--- config.mk ---
export PLATFORM = sky130hd
export DESIGN_NAME = mbcl_top
export DESIGN_NICKNAME = d
export VERILOG_FILES = /design/src/mbcl_pkg.sv /design/src/mbcl_wfifo.sv /design/src/mbcl_top.sv
export VERILOG_INCLUDE_DIRS = /design/src /design/src/src
export SDC_FILE = /design/constraint.sdc
export NUM_CORES = 1
export LEC_CHECK = 0
export BUFFER_PORTS_ARGS = -buffer_cell sky130_fd_sc_hd__buf_2
export CORE_MARGIN = 1.5
export CORE_UTILIZATION = 30
export CTS_CLUSTER_SIZE = 10
export DETAILED_ROUTE_END_ITERATION = 6
export GPL_TIMING_DRIVEN = 0
export MAX_ROUTING_LAYER = met4
export SLEW_MARGIN = 20
export SYNTH_ARGS = -nofsm -noshare
export SYNTH_HDL_FRONTEND = slang
export SYNTH_HIERARCHICAL = 1
export SYNTH_SLANG_ARGS = --single-unit
--- constraint.sdc ---
create_clock -name clk -period 5.4 [get_ports clk]
set_clock_uncertainty 0.15 [all_clocks]
set_input_delay 0.54 -clock clk [delete_from_list [all_inputs] [get_ports clk]]
set_output_delay 0.54 -clock clk [all_outputs]
set_load 0.02 [all_outputs]
--- src/mbcl_defs.svh ---
/*
 * Constants of the multibank command legality tracker: bank count,
 * timing figures in nanoseconds, burst length and buffer depth.
 * Assumes a 100 ns system clock; timing figures are plain defaults.
 */
`ifndef MBCL_DEFS_SVH
`define MBCL_DEFS_SVH

`define MBCL_CLK_PERIOD_NS        100
`define MBCL_NUM_BANKS            4
`define MBCL_PRECHARGE_PERIOD_NS  18
`define MBCL_ROW_TO_COLUMN_NS     18
`define MBCL_ACT_TO_ACT_GAP_NS    10
`define MBCL_MODE_READ_TIME_NS    20
`define MBCL_MODE_WRITE_TIME_NS   50
`define MBCL_POWER_DOWN_EXIT_NS   8
`define MBCL_INIT_TIME_NS         1000
`define MBCL_BURST_CLKS           2
`define MBCL_FIFO_DEPTH           4
`define MBCL_DATA_W               32
`define MBCL_MASK_W               4

`endif

--- src/mbcl_pkg.sv ---
/*
 * Types of the multibank command legality tracker: command codes,
 * per-bank states and device-wide states.
 * Assumes nothing of its surroundings.
 */
package mbcl_pkg;

    typedef enum logic [3:0] {
        MBCL_NOP  = 4'h0,
        MBCL_ACT  = 4'h1,
        MBCL_RD   = 4'h2,
        MBCL_WR   = 4'h3,
        MBCL_PRE  = 4'h4,
        MBCL_BST  = 4'h5,
        MBCL_MRR  = 4'h6,
        MBCL_MRW  = 4'h7,
        MBCL_REF  = 4'h8,
        MBCL_SREF = 4'h9
    } mbcl_cmd_t;

    typedef enum logic [3:0] {
        MBCL_B_IDLE    = 4'h0,
        MBCL_B_ACTVING = 4'h1,
        MBCL_B_ACTIVE  = 4'h3,
        MBCL_B_READING = 4'h2,
        MBCL_B_WRITING = 4'h6,
        MBCL_B_RD_AP   = 4'h7,
        MBCL_B_WR_AP   = 4'h5,
        MBCL_B_PRECHG  = 4'h4,
        MBCL_B_MRR_ACT = 4'hC,
        MBCL_B_MRR_IDL = 4'hD
    } mbcl_bank_st_t;

    typedef enum logic [2:0] {
        MBCL_D_PWR_ON    = 3'h0,
        MBCL_D_RESETTING = 3'h1,
        MBCL_D_NORMAL    = 3'h3,
        MBCL_D_MRW       = 3'h2,
        MBCL_D_MRR_RST   = 3'h5
    } mbcl_dev_st_t;

endpackage

--- src/mbcl_wfifo.sv ---
/*
 * Write-data buffer: flip-flop FIFO with valid/ready on both sides.
 * Assumes a single clock and an active-low asynchronous reset.
 */
`timescale 1ns/1ps

module mbcl_wfifo #(
    parameter int WIDTH = 36,
    parameter int DEPTH = 4
) (
    // clock and reset
    input  wire logic             clk,
    input  wire logic             arst_n,
    // filling side
    input  wire logic             in_valid,
    output logic                  in_ready,
    input  wire logic [WIDTH-1:0] in_data,
    // draining side
    output logic                  out_valid,
    input  wire logic             out_ready,
    output logic      [WIDTH-1:0] out_data
);
    localparam int AW = (DEPTH > 1) ? $clog2(DEPTH) : 1;

    logic [WIDTH-1:0] mem_reg [DEPTH];
    logic [AW-1:0]    wr_ptr_reg;
    logic [AW-1:0]    rd_ptr_reg;
    logic [AW:0]      count_reg;
    logic             push;
    logic             pop;

    function automatic logic [AW-1:0] ptr_inc(input logic [AW-1:0] p);
        if (p == AW'(DEPTH - 1)) begin
            return '0;
        end
        return p + AW'(1);
    endfunction

    assign in_ready  = (count_reg != (AW+1)'(DEPTH));
    assign out_valid = (count_reg != '0);
    assign out_data  = mem_reg[rd_ptr_reg];
    assign push      = in_valid && in_ready;
    assign pop       = out_valid && out_ready;

    always_ff @(posedge clk) begin
        if (push) begin
            mem_reg[wr_ptr_reg] <= in_data;
        end
    end

    always_ff @(posedge clk or negedge arst_n) begin
        if (!arst_n) begin
            wr_ptr_reg <= '0;
            rd_ptr_reg <= '0;
            count_reg  <= '0;
        end else begin
            if (push) begin
                wr_ptr_reg <= ptr_inc(wr_ptr_reg);
            end
            if (pop) begin
                rd_ptr_reg <= ptr_inc(rd_ptr_reg);
            end
            if (push && !pop) begin
                count_reg <= count_reg + (AW+1)'(1);
            end else if (pop && !push) begin
                count_reg <= count_reg - (AW+1)'(1);
            end
        end
    end

endmodule

--- src/mbcl_top.sv ---
/*
 * Multibank command legality and per-bank state tracking for a
 * four-bank memory device, plus the masked write-data path.
 * Assumes commands and write data come from controller logic on the
 * same clock, one command per clock, NOP when idle.
 */
`timescale 1ns/1ps
`include "mbcl_defs.svh"

module mbcl_top #(
    parameter int NUM_BANKS = `MBCL_NUM_BANKS,
    parameter int DATA_W    = `MBCL_DATA_W,
    parameter int MASK_W    = `MBCL_MASK_W,
    parameter int FIFO_DEP  = `MBCL_FIFO_DEPTH,
    parameter int BURST_CLK = `MBCL_BURST_CLKS
) (
    // clock and reset
    input  wire logic                   clk,
    input  wire logic                   arst_n,
    // command bus
    input  wire logic                   cke,
    input  mbcl_pkg::mbcl_cmd_t         cmd,
    input  wire logic [1:0]             cmd_bank,
    input  wire logic                   cmd_all,
    input  wire logic                   cmd_ap,
    input  wire logic                   cmd_reset,
    // write data from controller
    input  wire logic                   wr_valid,
    output logic                        wr_ready,
    input  wire logic [DATA_W-1:0]      wr_data,
    input  wire logic [MASK_W-1:0]      write_mask_input,
    // write data to array
    output logic                        arr_valid,
    input  wire logic                   arr_ready,
    output logic      [DATA_W-1:0]      arr_data,
    output logic      [MASK_W-1:0]      arr_byte_en,
    // status
    output logic      [4*NUM_BANKS-1:0] bank_state,
    output mbcl_pkg::mbcl_dev_st_t      dev_state,
    output logic                        cmd_armed,
    output logic                        burst_active,
    output logic                        cmd_accept,
    output logic                        cmd_illegal,
    output logic                        illegal_seen
);
    import mbcl_pkg::*;

    function automatic logic [7:0] ns_to_cyc(input int ns);
        int c;
        c = (ns + `MBCL_CLK_PERIOD_NS - 1) / `MBCL_CLK_PERIOD_NS;
        if (c < 1) begin
            c = 1;
        end
        return c[7:0];
    endfunction

    function automatic logic pre_ok(input mbcl_bank_st_t s);
        return (s == MBCL_B_IDLE) || (s == MBCL_B_ACTIVE) ||
               (s == MBCL_B_READING) || (s == MBCL_B_WRITING);
    endfunction

    function automatic mbcl_bank_st_t burst_end(input mbcl_bank_st_t s);
        if (s == MBCL_B_RD_AP || s == MBCL_B_WR_AP) begin
            return MBCL_B_PRECHG;
        end
        return MBCL_B_ACTIVE;
    endfunction

    localparam logic [7:0] PRE_CYC  = ns_to_cyc(`MBCL_PRECHARGE_PERIOD_NS);
    localparam logic [7:0] RCD_CYC  = ns_to_cyc(`MBCL_ROW_TO_COLUMN_NS);
    localparam logic [7:0] RRD_CYC  = ns_to_cyc(`MBCL_ACT_TO_ACT_GAP_NS);
    localparam logic [7:0] MRR_CYC  = ns_to_cyc(`MBCL_MODE_READ_TIME_NS);
    localparam logic [7:0] MRW_CYC  = ns_to_cyc(`MBCL_MODE_WRITE_TIME_NS);
    localparam logic [7:0] PDX_CYC  = ns_to_cyc(`MBCL_POWER_DOWN_EXIT_NS);
    localparam logic [7:0] INIT_CYC = ns_to_cyc(`MBCL_INIT_TIME_NS);
    localparam logic [7:0] BST_CYC  = 8'(BURST_CLK);

    mbcl_bank_st_t bank_st_reg  [NUM_BANKS];
    logic [7:0]    bank_tmr_reg [NUM_BANKS];
    mbcl_dev_st_t  dev_st_reg;
    logic [7:0]    dev_tmr_reg;
    logic          cke_prev_reg;
    logic [7:0]    exit_cnt_reg;
    logic [7:0]    rrd_cnt_reg;
    logic [7:0]    burst_cnt_reg;
    logic [1:0]    burst_bank_reg;
    logic          burst_wr_reg;
    logic          cmd_accept_reg;
    logic          cmd_illegal_reg;
    logic          illegal_seen_reg;

    mbcl_bank_st_t tgt;
    logic          legal;
    logic          armed;
    logic          all_idle;
    logic          all_pre_ok;
    logic          mrr_any;
    logic          base_ok;
    logic          burst_on;
    logic          burst_done;
    logic          take;

    ////////////////////////////////////////////////////////////////////
    // clock-enable qualification

    always_ff @(posedge clk or negedge arst_n) begin
        if (!arst_n) begin
            cke_prev_reg <= 1'b0;
            exit_cnt_reg <= 8'h00;
        end else begin
            cke_prev_reg <= cke;
            if (!cke) begin
                exit_cnt_reg <= 8'h00;
            end else if (exit_cnt_reg != PDX_CYC) begin
                exit_cnt_reg <= exit_cnt_reg + 8'h01;
            end
        end
    end

    assign armed = cke && cke_prev_reg && (exit_cnt_reg == PDX_CYC);

    ////////////////////////////////////////////////////////////////////
    // legality decode

    assign burst_on   = (burst_cnt_reg != 8'h00);
    assign burst_done = (burst_cnt_reg == 8'h01);

    always_comb begin
        all_idle   = 1'b1;
        all_pre_ok = 1'b1;
        mrr_any    = 1'b0;
        for (int b = 0; b < NUM_BANKS; b++) begin
            if (bank_st_reg[b] != MBCL_B_IDLE) begin
                all_idle = 1'b0;
            end
            if (!pre_ok(bank_st_reg[b])) begin
                all_pre_ok = 1'b0;
            end
            if (bank_st_reg[b] == MBCL_B_MRR_ACT || bank_st_reg[b] == MBCL_B_MRR_IDL) begin
                mrr_any = 1'b1;
            end
        end
    end

    assign tgt     = bank_st_reg[cmd_bank];
    assign base_ok = armed && (dev_st_reg == MBCL_D_NORMAL) && !mrr_any;

    always_comb begin
        legal = 1'b0;
        unique case (cmd)
            MBCL_NOP: legal = 1'b1;
            MBCL_ACT: legal = base_ok && (tgt == MBCL_B_IDLE)
                              && (rrd_cnt_reg == 8'h00);
            MBCL_RD: legal = base_ok && (tgt == MBCL_B_ACTIVE || tgt == MBCL_B_READING ||
                             tgt == MBCL_B_WRITING)
                             && !(burst_on && burst_wr_reg);
            MBCL_WR: legal = base_ok && (tgt == MBCL_B_ACTIVE || tgt == MBCL_B_READING ||
                             tgt == MBCL_B_WRITING)
                             && !(burst_on && !burst_wr_reg);
            MBCL_PRE: legal = base_ok && (cmd_all ? all_pre_ok : pre_ok(tgt));
            MBCL_BST: legal = base_ok && burst_on && (cmd_bank == burst_bank_reg)
                              && (tgt == MBCL_B_READING || tgt == MBCL_B_WRITING);
            MBCL_MRR: legal = (base_ok && !burst_on && (tgt == MBCL_B_IDLE ||
                              tgt == MBCL_B_ACTVING || tgt == MBCL_B_ACTIVE ||
                              tgt == MBCL_B_PRECHG))
                              || (armed && dev_st_reg == MBCL_D_RESETTING);
            MBCL_MRW: legal = (base_ok && all_idle && !burst_on)
                              || (armed && cmd_reset && dev_st_reg == MBCL_D_PWR_ON);
            MBCL_REF,
            MBCL_SREF: legal = base_ok && all_idle && !burst_on;
            default: legal = 1'b0;
        endcase
    end

    assign take = legal && (cmd != MBCL_NOP);

    ////////////////////////////////////////////////////////////////////
    // per-bank state

    always_ff @(posedge clk or negedge arst_n) begin
        if (!arst_n) begin
            for (int b = 0; b < NUM_BANKS; b++) begin
                bank_st_reg[b]  <= MBCL_B_IDLE;
                bank_tmr_reg[b] <= 8'h00;
            end
        end else begin
            for (int b = 0; b < NUM_BANKS; b++) begin
                if (bank_tmr_reg[b] != 8'h00) begin
                    bank_tmr_reg[b] <= bank_tmr_reg[b] - 8'h01;
                end
                if (take && (cmd_bank == 2'(b) || (cmd == MBCL_PRE && cmd_all))) begin
                    unique case (cmd)
                        MBCL_ACT: begin
                            bank_st_reg[b]  <= MBCL_B_ACTVING;
                            bank_tmr_reg[b] <= RCD_CYC - 8'h01;
                        end
                        MBCL_RD: bank_st_reg[b] <= cmd_ap ? MBCL_B_RD_AP
                                                          : MBCL_B_READING;
                        MBCL_WR: bank_st_reg[b] <= cmd_ap ? MBCL_B_WR_AP
                                                          : MBCL_B_WRITING;
                        MBCL_PRE: begin
                            bank_st_reg[b]  <= MBCL_B_PRECHG;
                            bank_tmr_reg[b] <= PRE_CYC - 8'h01;
                        end
                        MBCL_BST: bank_st_reg[b] <= MBCL_B_ACTIVE;
                        MBCL_MRR: begin
                            if (dev_st_reg == MBCL_D_NORMAL) begin
                                bank_st_reg[b]  <= (tgt == MBCL_B_IDLE) ? MBCL_B_MRR_IDL
                                                                        : MBCL_B_MRR_ACT;
                                bank_tmr_reg[b] <= MRR_CYC - 8'h01;
                            end
                        end
                        default: ;
                    endcase
                end else if (take && (cmd == MBCL_RD || cmd == MBCL_WR) && burst_on
                             && burst_bank_reg == 2'(b)) begin
                    bank_st_reg[b] <= burst_end(bank_st_reg[b]);
                    if (burst_end(bank_st_reg[b]) == MBCL_B_PRECHG) begin
                        bank_tmr_reg[b] <= PRE_CYC - 8'h01;
                    end
                end else begin
                    unique case (bank_st_reg[b])
                        MBCL_B_ACTVING: if (bank_tmr_reg[b] == 8'h00) begin
                            bank_st_reg[b] <= MBCL_B_ACTIVE;
                        end
                        MBCL_B_PRECHG: if (bank_tmr_reg[b] == 8'h00) begin
                            bank_st_reg[b] <= MBCL_B_IDLE;
                        end
                        MBCL_B_MRR_ACT: if (bank_tmr_reg[b] == 8'h00) begin
                            bank_st_reg[b] <= MBCL_B_ACTIVE;
                        end
                        MBCL_B_MRR_IDL: if (bank_tmr_reg[b] == 8'h00) begin
                            bank_st_reg[b] <= MBCL_B_IDLE;
                        end
                        MBCL_B_READING, MBCL_B_WRITING, MBCL_B_RD_AP, MBCL_B_WR_AP: begin
                            if (burst_done && burst_bank_reg == 2'(b)) begin
                                bank_st_reg[b] <= burst_end(bank_st_reg[b]);
                                bank_tmr_reg[b] <= PRE_CYC - 8'h01;
                            end
                        end
                        MBCL_B_IDLE, MBCL_B_ACTIVE: ;
                    endcase
                end
            end
        end
    end

    ////////////////////////////////////////////////////////////////////
    // burst and activate spacing

    always_ff @(posedge clk or negedge arst_n) begin
        if (!arst_n) begin
            burst_cnt_reg  <= 8'h00;
            burst_bank_reg <= 2'h0;
            burst_wr_reg   <= 1'b0;
        end else if (take && (cmd == MBCL_RD || cmd == MBCL_WR)) begin
            burst_cnt_reg  <= BST_CYC;
            burst_bank_reg <= cmd_bank;
            burst_wr_reg   <= (cmd == MBCL_WR);
        end else if (take && cmd == MBCL_BST) begin
            burst_cnt_reg <= 8'h00;
        end else if (burst_on) begin
            burst_cnt_reg <= burst_cnt_reg - 8'h01;
        end
    end

    always_ff @(posedge clk or negedge arst_n) begin
        if (!arst_n) begin
            rrd_cnt_reg <= 8'h00;
        end else if (take && cmd == MBCL_ACT) begin
            rrd_cnt_reg <= RRD_CYC - 8'h01;
        end else if (rrd_cnt_reg != 8'h00) begin
            rrd_cnt_reg <= rrd_cnt_reg - 8'h01;
        end
    end

    ////////////////////////////////////////////////////////////////////
    // device-wide state

    always_ff @(posedge clk or negedge arst_n) begin
        if (!arst_n) begin
            dev_st_reg  <= MBCL_D_PWR_ON;
            dev_tmr_reg <= 8'h00;
        end else begin
            if (dev_tmr_reg != 8'h00) begin
                dev_tmr_reg <= dev_tmr_reg - 8'h01;
            end
            unique case (dev_st_reg)
                MBCL_D_PWR_ON, MBCL_D_NORMAL: begin
                    if (take && cmd == MBCL_MRW) begin
                        dev_st_reg  <= cmd_reset ? MBCL_D_RESETTING : MBCL_D_MRW;
                        dev_tmr_reg <= cmd_reset ? INIT_CYC - 8'h01 : MRW_CYC - 8'h01;
                    end
                end
                MBCL_D_RESETTING: begin
                    if (take && cmd == MBCL_MRR) begin
                        dev_st_reg  <= MBCL_D_MRR_RST;
                        dev_tmr_reg <= MRR_CYC - 8'h01;
                    end else if (dev_tmr_reg == 8'h00) begin
                        dev_st_reg <= MBCL_D_NORMAL;
                    end
                end
                MBCL_D_MRW, MBCL_D_MRR_RST: begin
                    if (dev_tmr_reg == 8'h00) begin
                        dev_st_reg <= MBCL_D_NORMAL;
                    end
                end
            endcase
        end
    end

    ////////////////////////////////////////////////////////////////////
    // command verdicts

    always_ff @(posedge clk or negedge arst_n) begin
        if (!arst_n) begin
            cmd_accept_reg   <= 1'b0;
            cmd_illegal_reg  <= 1'b0;
            illegal_seen_reg <= 1'b0;
        end else begin
            cmd_accept_reg  <= take;
            cmd_illegal_reg <= !legal;
            if (!legal) begin
                illegal_seen_reg <= 1'b1;
            end
        end
    end

    ////////////////////////////////////////////////////////////////////
    // masked write-data path

    logic [DATA_W+MASK_W-1:0] fifo_out;

    mbcl_wfifo #(
        .WIDTH (DATA_W + MASK_W),
        .DEPTH (FIFO_DEP)
    ) u_wfifo (
        .clk       (clk),
        .arst_n    (arst_n),
        .in_valid  (wr_valid),
        .in_ready  (wr_ready),
        .in_data   ({write_mask_input, wr_data}),
        .out_valid (arr_valid),
        .out_ready (arr_ready),
        .out_data  (fifo_out)
    );

    assign arr_data    = fifo_out[DATA_W-1:0];
    assign arr_byte_en = ~fifo_out[DATA_W+MASK_W-1:DATA_W];

    ////////////////////////////////////////////////////////////////////
    // status outputs

    always_comb begin
        bank_state = '0;
        for (int b = 0; b < NUM_BANKS; b++) begin
            bank_state[4*b +: 4] = bank_st_reg[b];
        end
    end

    assign dev_state    = dev_st_reg;
    assign cmd_armed    = armed;
    assign burst_active = burst_on;
    assign cmd_accept   = cmd_accept_reg;
    assign cmd_illegal  = cmd_illegal_reg;
    assign illegal_seen = illegal_seen_reg;

endmodule

==> results of run 1 <==
-- how the worst max path moves through the flow --
stage                     cells after the start                to
after floorplan                               9  bank_tmr_reg[18]
after global placement                        8   bank_tmr_reg[1]
after detailed placement                     10  bank_tmr_reg[21]
after CTS                                    11     bank_state[9]
after global routing                         11     bank_state[9]
final                                        11     bank_state[9]
-- timing repair --
item                                   4_1_cts  5_1_grt
endpoints found under the hold margin       36        0
gates resized for setup                      0        0
hold buffers                                 1        0
-- synthesized netlist by cell type (7+ instances only) --
cell / n / area (um2)
and2_1: 12 / 75.1
o21ai_0: 12 / 60.1
nor2_1: 107 / 402
or4_1: 10 / 75.1
nor2b_1: 12 / 75.1
edfxtp_1: 144 / 4320
xor2_1: 24 / 210
clkbuf_1: 17 / 63.8
a211oi_1: 9 / 67.6
inv_1: 39 / 146
mux2i_1: 7 / 70.1
xnor2_1: 36 / 315
nor4_1: 9 / 56.3
nand2b_1: 15 / 93.8
ha_1: 21 / 263
nand3_1: 13 / 65.1
buf_2: 9 / 45.0
mux4_2: 40 / 901
nand3b_1: 12 / 90.1
a21oi_1: 27 / 135
nor3_1: 17 / 85.1
nand2_1: 63 / 236
dfrtp_1: 97 / 2430
-- power groups by stage --
| stage | registers [mW] | clock network (mW) | logic, mW |
|---|---|---|---|
| after floorplan | 2.78 | 0 | 1.74 |
| after detailed placement | 2.82 | 0 | 2.41 |
| final | 2.79 | 1.78 | 2.37 |
| after CTS | 2.79 | 1.85 | 2.42 |
| after global routing | 2.86 | 1.92 | 2.65 |
| after global placement | 2.82 | 0 | 2.32 |
-- through the flow --
stage               total power, mW  area [um2]  std cells  utilization (%)
floorplan                      4.52       11500        886                -
global placement               5.15       12600       1504             33.5
detailed placement             5.23       12800       1510             33.9
CTS                            7.06       13600       1561             36.2
global route                   7.43       13600       1563             36.2
finish                         6.95       13600       1564             36.2
-- kinds of logic after synthesis --
family                     Yosys count  share of synthesized area (%)
and+or+nand+nor                    322                           14.6
DFF                                241                           58.9
AOI/OAI and AO/OA                  114                           7.27
buffers and inverters               70                           2.73
xor gates and xnor gates            60                           4.59
muxes                               57                           9.48
adders and majority gates           22                           2.47
-- layout make-up --
type	count	area, um2
Clock inverter	5	67.6
Buffer	30	163
Antenna cell	3	7.51
Fill cell	3714	24000
Clock buffer	45	786
Inverter	40	150
Multi-Input combinational cell	575	4410
Timing Repair Buffer	114	672
Sequential cell	241	6750
Tap cell	511	639
-- metal layers --
metal	vias up	GRT usage, %	share of wire [%]	wire length, um
met3	58	3.20	7.7	1940
met5	-	-	0	0
met2	243	20.3	45	11200
met1	3580	17.6	45	11200
li1	3567	-	-	-
met4	0	3.65	2.7	670
-- layout by cell type, fill, tap and decap left out, types with 5 or more instances in the layout --
master,instances
ha_1,21
and2_1,8
xor2_1,24
or2_2,5
nand2_1,63
edfxtp_1,144
or4_1,10
nand4_1,5
or3_1,6
nand2b_1,15
a221oi_1,6
a21oi_1,27
buf_2,116
a211oi_1,9
nor2b_1,12
nor2_1,107
mux4_2,40
inv_1,39
clkbuf_1,33
dfrtp_1,97
o21ai_1,6
nor3_1,17
mux2_2,5
nand3_1,13
xnor2_1,36
nor4_1,8
clkbuf_16,29
o21ai_0,12
mux2i_1,7
nand3b_1,12
and3_1,5
-- worst max-delay path, delay by kind of cell, from the launching register on --
family	cells	cell delay (ps)
DFF	1	400
adders and majority gates	1	300
and+or+nand+nor	4	1080
buffers and inverters	2	390
AOI/OAI and AO/OA	4	1450
==> results.yml, run 1 <==
status:
  status: "finished, final reports clean"
clock_tree:
  clock-sinks: 241
  cts_tree: "yes"
  cts_buffers: 29
  cts_root_buf: "clkbuf_16"
  worstSkewPairLatency_ps: 570
  cts_setup_buffers: 0
  clock_path_buffers: 3
  htree_levels: 1
  clkTransAtPathRegs_ps: 60
sta:
  period_needed_ps: 3920
  tns_ps: 0
  setup_viol: 0
  max_freq_mhz: 255
  worst_slack_ps: 1480
  worst_slew_pin_slew_ps: 749
  hold_viol_final: 0
  maxSlewHeadroom_pct: 49.8
  rsz0062_at_grt: "false"
  slew_violations: 0
  hold_ws_ps: 38.1
  fin_crit_sh_pct: 72.6
global_routing:
  grt_start_max_net_pins: 62
  antenna_found_initial: 2
  grt_pass1_vias: 7408
  grt_pass1_wl_um: 40400
  grt.total_usage_pct: 13.3
  overflow: 0
layout:
  syn_to_final_growth_pct: 19.1
  largest_register_ffs: 144
  drive_gt1_share_pct: 22.0
  num-nets-final: 1103
logic_synthesis:
  netlist_area_um2: 11500
  synth_area_per_cell_um2: 12.9
  synth_ff_type: "edfxtp_1"
  yosysUniqueCellTypes: 83
  ys_seq_area_share_pct: 58.9
  yosys_register_bits: 241
  synth_edf_count: 144
  syn_inst: 886
  synthArstFlopShare_pct: 40.2
  ys.warnings.count: 6
  syn-num-nets: 958
min_path:
  hp-class: "input port to flip-flop"
  min_from: "cke"
  min_delay_worst_endpoint: "cke_prev_reg"
  holdPathStages: 1
floorplan:
  row_count: 71
  die_h_um: 198
  core_area_um2: 37700
  dieArea_um2: 39400
  boundaryPins: 112
  start_util_pct: 30.4
  die_w_um: 198
pwr:
  p_switching_mw: 2.38
  power_frac_comb_pct: 34.1
  switching_share_pct: 34.3
  ir_drop_mv: 0.284
  power_density_nw_per_um2: 509
  p_leak_nw: 5.29
  seqPwrFrac_pct: 40.2
  clockPowerShare_pct: 25.7
  p_int_mw: 4.57
critical_path:
  cp_slowest_cell: "a2111oi_0"
  r2r_cells: 11
  cp_data_arrival_time_ps: 4190
  setup.worst_path.start: "burst_cnt_reg[0]"
  crit_top_cell: "inv_1"
  r2r-end: "bank_state[9]"
  endpoint_kind: "flip-flop"
  rr_startpoint: "burst_cnt_reg[0]"
  crit_required_ps: 5670
  path_class: "flip-flop to flip-flop"
  rrSetupSlack_ps: 1480
  critical_path.max_fanout: 7
  cp-start-kind: "flip-flop"
  cp_cell_sequence: "inv_1 > ha_1 > or3b_1 > nor2_1 > inv_1 > nand3_1 > nand2_1 > o21bai_1 > a21oi_1 > a2111oi_0 > a221oi_1"
  slowest_delay_ps: 570
route:
  vias_per_cell: 4.76
  firstDrtPassIters: 5
  wirelength_um: 25100
  drtIter0Drc: 425
  wl_per_cell_um: 16.0
  via_count: 7448
  route.detailed.drc: 0
  final_antenna_net_count: 0
place:
  gp_congestion: 0.908
  place_ws_ps: 1470
  port_buffers: 107
  hpwl_um: 17300
flow_run:
  drv_cap: 0
Note: power is estimated with default switching activity, not from simulation.
==> inputs of run 2 (changes only) <==
clock period = 4 ns   (was 5.4 ns; I/O delays follow)
==> run 2 against run 1 <==
Compared with the run above: maximum frequency is 6.1% higher; total power rose by 36%; combinational power up 37%; utilization grew 1.0 points.
==> results.yml, run 2 (same netlist as run 1, synthesis figures left out) <==
status:
  status: "finished, final reports clean"
global_routing:
  grt.total_usage_pct: 13.4
  grt_start_max_net_pins: 62
  grt_pass1_wl_um: 40900
  overflow: 0
  use_met1_pct: 17.9
  grt_pass1_vias: 7585
  use_met3_pct: 2.93
  globalRoute.busiestLayer: "met2"
  use_met2_pct: 20.6
  antenna_found_initial: 0
critical_path:
  critical_path.max_fanout: 8
  rrSetupSlack_ps: 310
  path_class: "flip-flop to flip-flop"
  cp_top_family: "compound AO/OA/AOI/OAI gates"
  rr_startpoint: "burst_cnt_reg[0]"
  path_buf_inv: 2
  endpoint_kind: "flip-flop"
  cp_cell_sequence: "inv_1 > ha_1 > or3b_1 > nor2_1 > inv_1 > nand3_1 > a211oi_1 > a221oi_2 > nor2_1 > a31oi_1 > nor2_1"
  setup.worst_path.start: "burst_cnt_reg[0]"
  crit_top_cell: "nor2_1"
  crit_required_ps: 4270
  cp_slowest_cell: "a31oi_1"
  cp-start-kind: "flip-flop"
  slowest_delay_ps: 580
  cp_data_arrival_time_ps: 3960
layout:
  fillers: 3680
  drive_gt1_share_pct: 21.4
  num-nets-final: 1140
  largest_register_ffs: 144
  most-common-layout-cells: "edfxtp_1, buf_2, nor2_1"
  multi_input_area_um2: 4420
  syn_to_final_growth_pct: 22.3
  layout_commonest_cell: "edfxtp_1"
  seqCellArea_um2: 6750
sta:
  maxSlewHeadroom_pct: 50.1
  period_needed_ps: 3690
  max_freq_mhz: 271
  hold_ws_ps: 55.0
  setup_viol: 0
  fin_crit_sh_pct: 92.4
  slew_violations: 0
  hold_viol_final: 0
  worst_slew_pin_slew_ps: 745
  rsz0062_at_grt: "false"
  worst_slack_ps: 305
  tns_ps: 0
clock_tree:
  cts_tree: "yes"
  htree_levels: 1
  clkTransAtPathRegs_ps: 60
  clock_path_buffers: 3
  clock-sinks: 241
  cts_buffers: 29
  cts_root_buf: "clkbuf_16"
  worstSkewPairLatency_ps: 570
pwr:
  p_leak_nw: 5.43
  ir_drop_mv: 0.385
  finalPower_mw: 9.42
  power_density_nw_per_um2: 672
route:
  wirelength_um: 25300
  vias_per_cell: 4.74
  drtIter0Drc: 421
  wl_per_cell_um: 15.8
  firstDrtPassIters: 5
  via_count: 7587
  final_antenna_net_count: 0
  route.detailed.drc: 0
floorplan:
  die_w_um: 198
  core_area_um2: 37700
  boundaryPins: 112
  row_count: 71
  die_h_um: 198
  start_util_pct: 30.4
  dieArea_um2: 39400
min_path:
  min_from: "cmd_reset"
  hp-class: "input port to flip-flop"
place:
  place_ws_ps: 170
  port_buffers: 107
  hpwl_um: 17300
  gp_congestion: 0.908
flow_run:
  drv_cap: 0
==> run 2: cell types whose count changed in the layout (fill, tap and decap cells not counted), sizes merged <==
| cell | delta |
|---|---|
| diode | -2 |
| dlygate4sd3 | +37 |
==> run 2: what timing repair did <==
| action | in CTS | in global routing |
|---|---|---|
| hold endpoints to repair | 243 | 0 |
| gates resized for setup | 0 | 3 |
| setup buffers | 0 | 0 |
| endpoints found under the setup margin | 0 | 13 |
| hold buffers | 38 | 0 |
==> run 2: path summary, 6_finish.rpt <==
| kind | end | cells after the start |
|---|---|---|
| worst max-delay path | bank_tmr_reg[5] | 11 |
| worst min-delay path | dev_tmr_reg[3] | 3 |
| worst max register to register | bank_tmr_reg[5] | 11 |
| worst min register to register | illegal_seen | 1 |
| max in group asynchronous | bank_tmr_reg[29] | 3 |
| min in group asynchronous | bank_state[9] | 2 |
==> run 2: area by class of cell <==
cell class                 count  share of cell area [%]
sequential                   241                    48.2
multi-input combinational    575                    31.5
timing repair buffer         151                    7.43
clock buffer                  45                    5.60
tap                          511                    4.56
buffer                        30                    1.16
inverter                      40                    1.07
clock inverter                 5                   0.482
antenna                        1                  0.0178
==> run 2: worst reg2reg max path: cells and delay by family, from the launching register on <==
family / cells / cell delay, ps
fa+ha+maj: 1 / 300
flops: 1 / 400
simple gates: 5 / 1150
buf+inv: 2 / 390
compound gates: 3 / 1170
==> run 2: stage by stage <==
step / cells / utilization (%) / area [um2]
after global placement: 1504 / 33.5 / 12600
after floorplan: 886 / - / 11500
after CTS: 1598 / 37.2 / 14000
final: 1599 / 37.2 / 14000
after global routing: 1598 / 37.2 / 14000
after detailed placement: 1510 / 33.9 / 12800
==> run 2: report_power, final <==
part	total, mW	internal [mW]	switching, mW
sequential	3.77	3.35	0.426
combinational	3.24	1.44	1.80
clock	2.41	1.41	1.00
total	9.42	6.19	3.23
==> run 2: layer usage <==
layer,wire length [um],part of all wire [%]
met1,11400,45
met2,11400,45
met3,1820,7.2
met4,674,2.7
met5,0,0
==> inputs of run 3 (changes only) <==
PLACE_DENSITY_LB_ADDON = 0.12   (was default)
==> run 3 against run 2 <==
Compared with the run above: sequential power is essentially flat; hold slack improved by 22 ps; count of clock-buffer cells in the layout increased by 5; critical path depth fell by 1; total power up 1.8%; register-to-register slack got worse by 80 ps; first-iteration DRC count shrank 18%; largest power group unchanged; highest routed layer unchanged.
==> results.yml, run 3 (same netlist as run 1, synthesis figures left out) <==
pwr:
  finalPower_mw: 9.59
  power_density_nw_per_um2: 679
  p_leak_nw: 5.47
  ir_drop_mv: 0.316
route:
  firstDrtPassIters: 5
  drtIter0Drc: 347
  final_antenna_net_count: 0
  route.detailed.drc: 0
  via_count: 7566
  vias_per_cell: 4.72
  wl_per_cell_um: 16.7
  wirelength_um: 26800
clock_tree:
  htree_levels: 1
  clock_path_buffers: 3
  cts_tree: "yes"
  cts_root_buf: "clkbuf_16"
  clkTransAtPathRegs_ps: 50
  cts_setup_buffers: 0
  clock-sinks: 241
  cts_buffers: 30
  worstSkewPairLatency_ps: 570
critical_path:
  rrSetupSlack_ps: 220
  path_class: "flip-flop to flip-flop"
  cp-start-kind: "flip-flop"
  critical_path.max_fanout: 8
  cp_data_arrival_time_ps: 4050
  endpoint_kind: "flip-flop"
  crit_required_ps: 4270
global_routing:
  grt_pass1_wl_um: 42700
  overflow: 0
  grt.total_usage_pct: 14.3
  grt_start_max_net_pins: 72
  grt_pass1_vias: 7592
  antenna_found_initial: 0
flow_run:
  drv_cap: 0
place:
  hpwl_um: 18200
  port_buffers: 107
  gp_congestion: 0.862
floorplan:
  row_count: 71
  die_h_um: 198
  die_w_um: 198
  dieArea_um2: 39400
  core_area_um2: 37700
  boundaryPins: 112
  start_util_pct: 30.4
sta:
  rsz0062_at_grt: "false"
  worst_slew_pin_slew_ps: 750
  slew_violations: 0
  maxSlewHeadroom_pct: 49.6
  tns_ps: 0
  period_needed_ps: 3780
  setup_viol: 0
  hold_ws_ps: 77.1
  hold_viol_final: 0
  max_freq_mhz: 265
  fin_crit_sh_pct: 94.5
status:
  status: "finished, final reports clean"
layout:
  num-nets-final: 1140
  largest_register_ffs: 144
  layout_commonest_cell: "edfxtp_1"
  most-common-layout-cells: "edfxtp_1, buf_2, nor2_1"
  n_antenna_cell: 0
  drive_gt1_share_pct: 21.7
  syn_to_final_growth_pct: 23.2
min_path:
  hp-class: "input port to flip-flop"
-- run 3: repair_timing --
item	4_1_cts	5_1_grt
gates resized for setup	1	3
cloned	0	0
hold buffers	38	0
endpoints found under the hold margin	244	0
endpoints found under the setup margin	2	16
-- run 3: final cells by class --
class                           count  area, um2
Timing Repair Buffer              150       1040
Multi-Input combinational cell    575       4430
Clock inverter                      6       80.1
Fill cell                        3747      23500
Buffer                             30        163
Clock buffer                       50        866
Inverter                           40        150
Sequential cell                   241       6750
Tap cell                          511        639
-- run 3: final timing paths --
check                                   end             start  depth (start not counted)
min in group asynchronous   bank_tmr_reg[6]            arst_n                          2
min reg2reg                  rrd_cnt_reg[4]    rrd_cnt_reg[4]                          1
min                          dev_tmr_reg[0]         cmd_reset                          3
max reg2reg                 bank_tmr_reg[9]  burst_cnt_reg[0]                         10
max in group asynchronous  bank_tmr_reg[17]            arst_n                          3
max                         bank_tmr_reg[9]  burst_cnt_reg[0]                         10
-- run 3: critical path, stage by stage (launching register included) --
cell and delay, ps:
dfrtp_1 400, inv_1 140, ha_1 290, or3b_1 440, nor2_1 320, inv_1 240
nand3_1 170, nand2_1 160, o311ai_1 650, mux2i_2 580, a211oi_1 100
-- run 3: through the flow --
stage	setup WS (ps)	cells	util [%]	area [um2]
detailed placement	-63.0	1509	33.9	12800
CTS	140	1603	37.4	14100
finish	221	1603	37.5	14100
floorplan	857	886	-	11500
global placement	-122	1504	33.5	12600
global route	49.0	1603	37.5	14100
-- run 3: power by group --
| part | switching [mW] | internal, mW | total, mW |
|---|---|---|---|
| Clock | 1.04 | 1.53 | 2.57 |
| Combinational | 1.81 | 1.44 | 3.25 |
| Sequential | 0.421 | 3.35 | 3.77 |
| Total | 3.27 | 6.32 | 9.59 |
-- run 3: metal layers --
layer / vias up / part of all wire (%) / track usage (%)
met2: 193 / 46 / 22.1
met3: 52 / 5.1 / 2.70
met1: 3682 / 47 / 19.1
met4: 0 / 2.6 / 4.18
met5: - / 0 / -
li1: 3639 / - / -
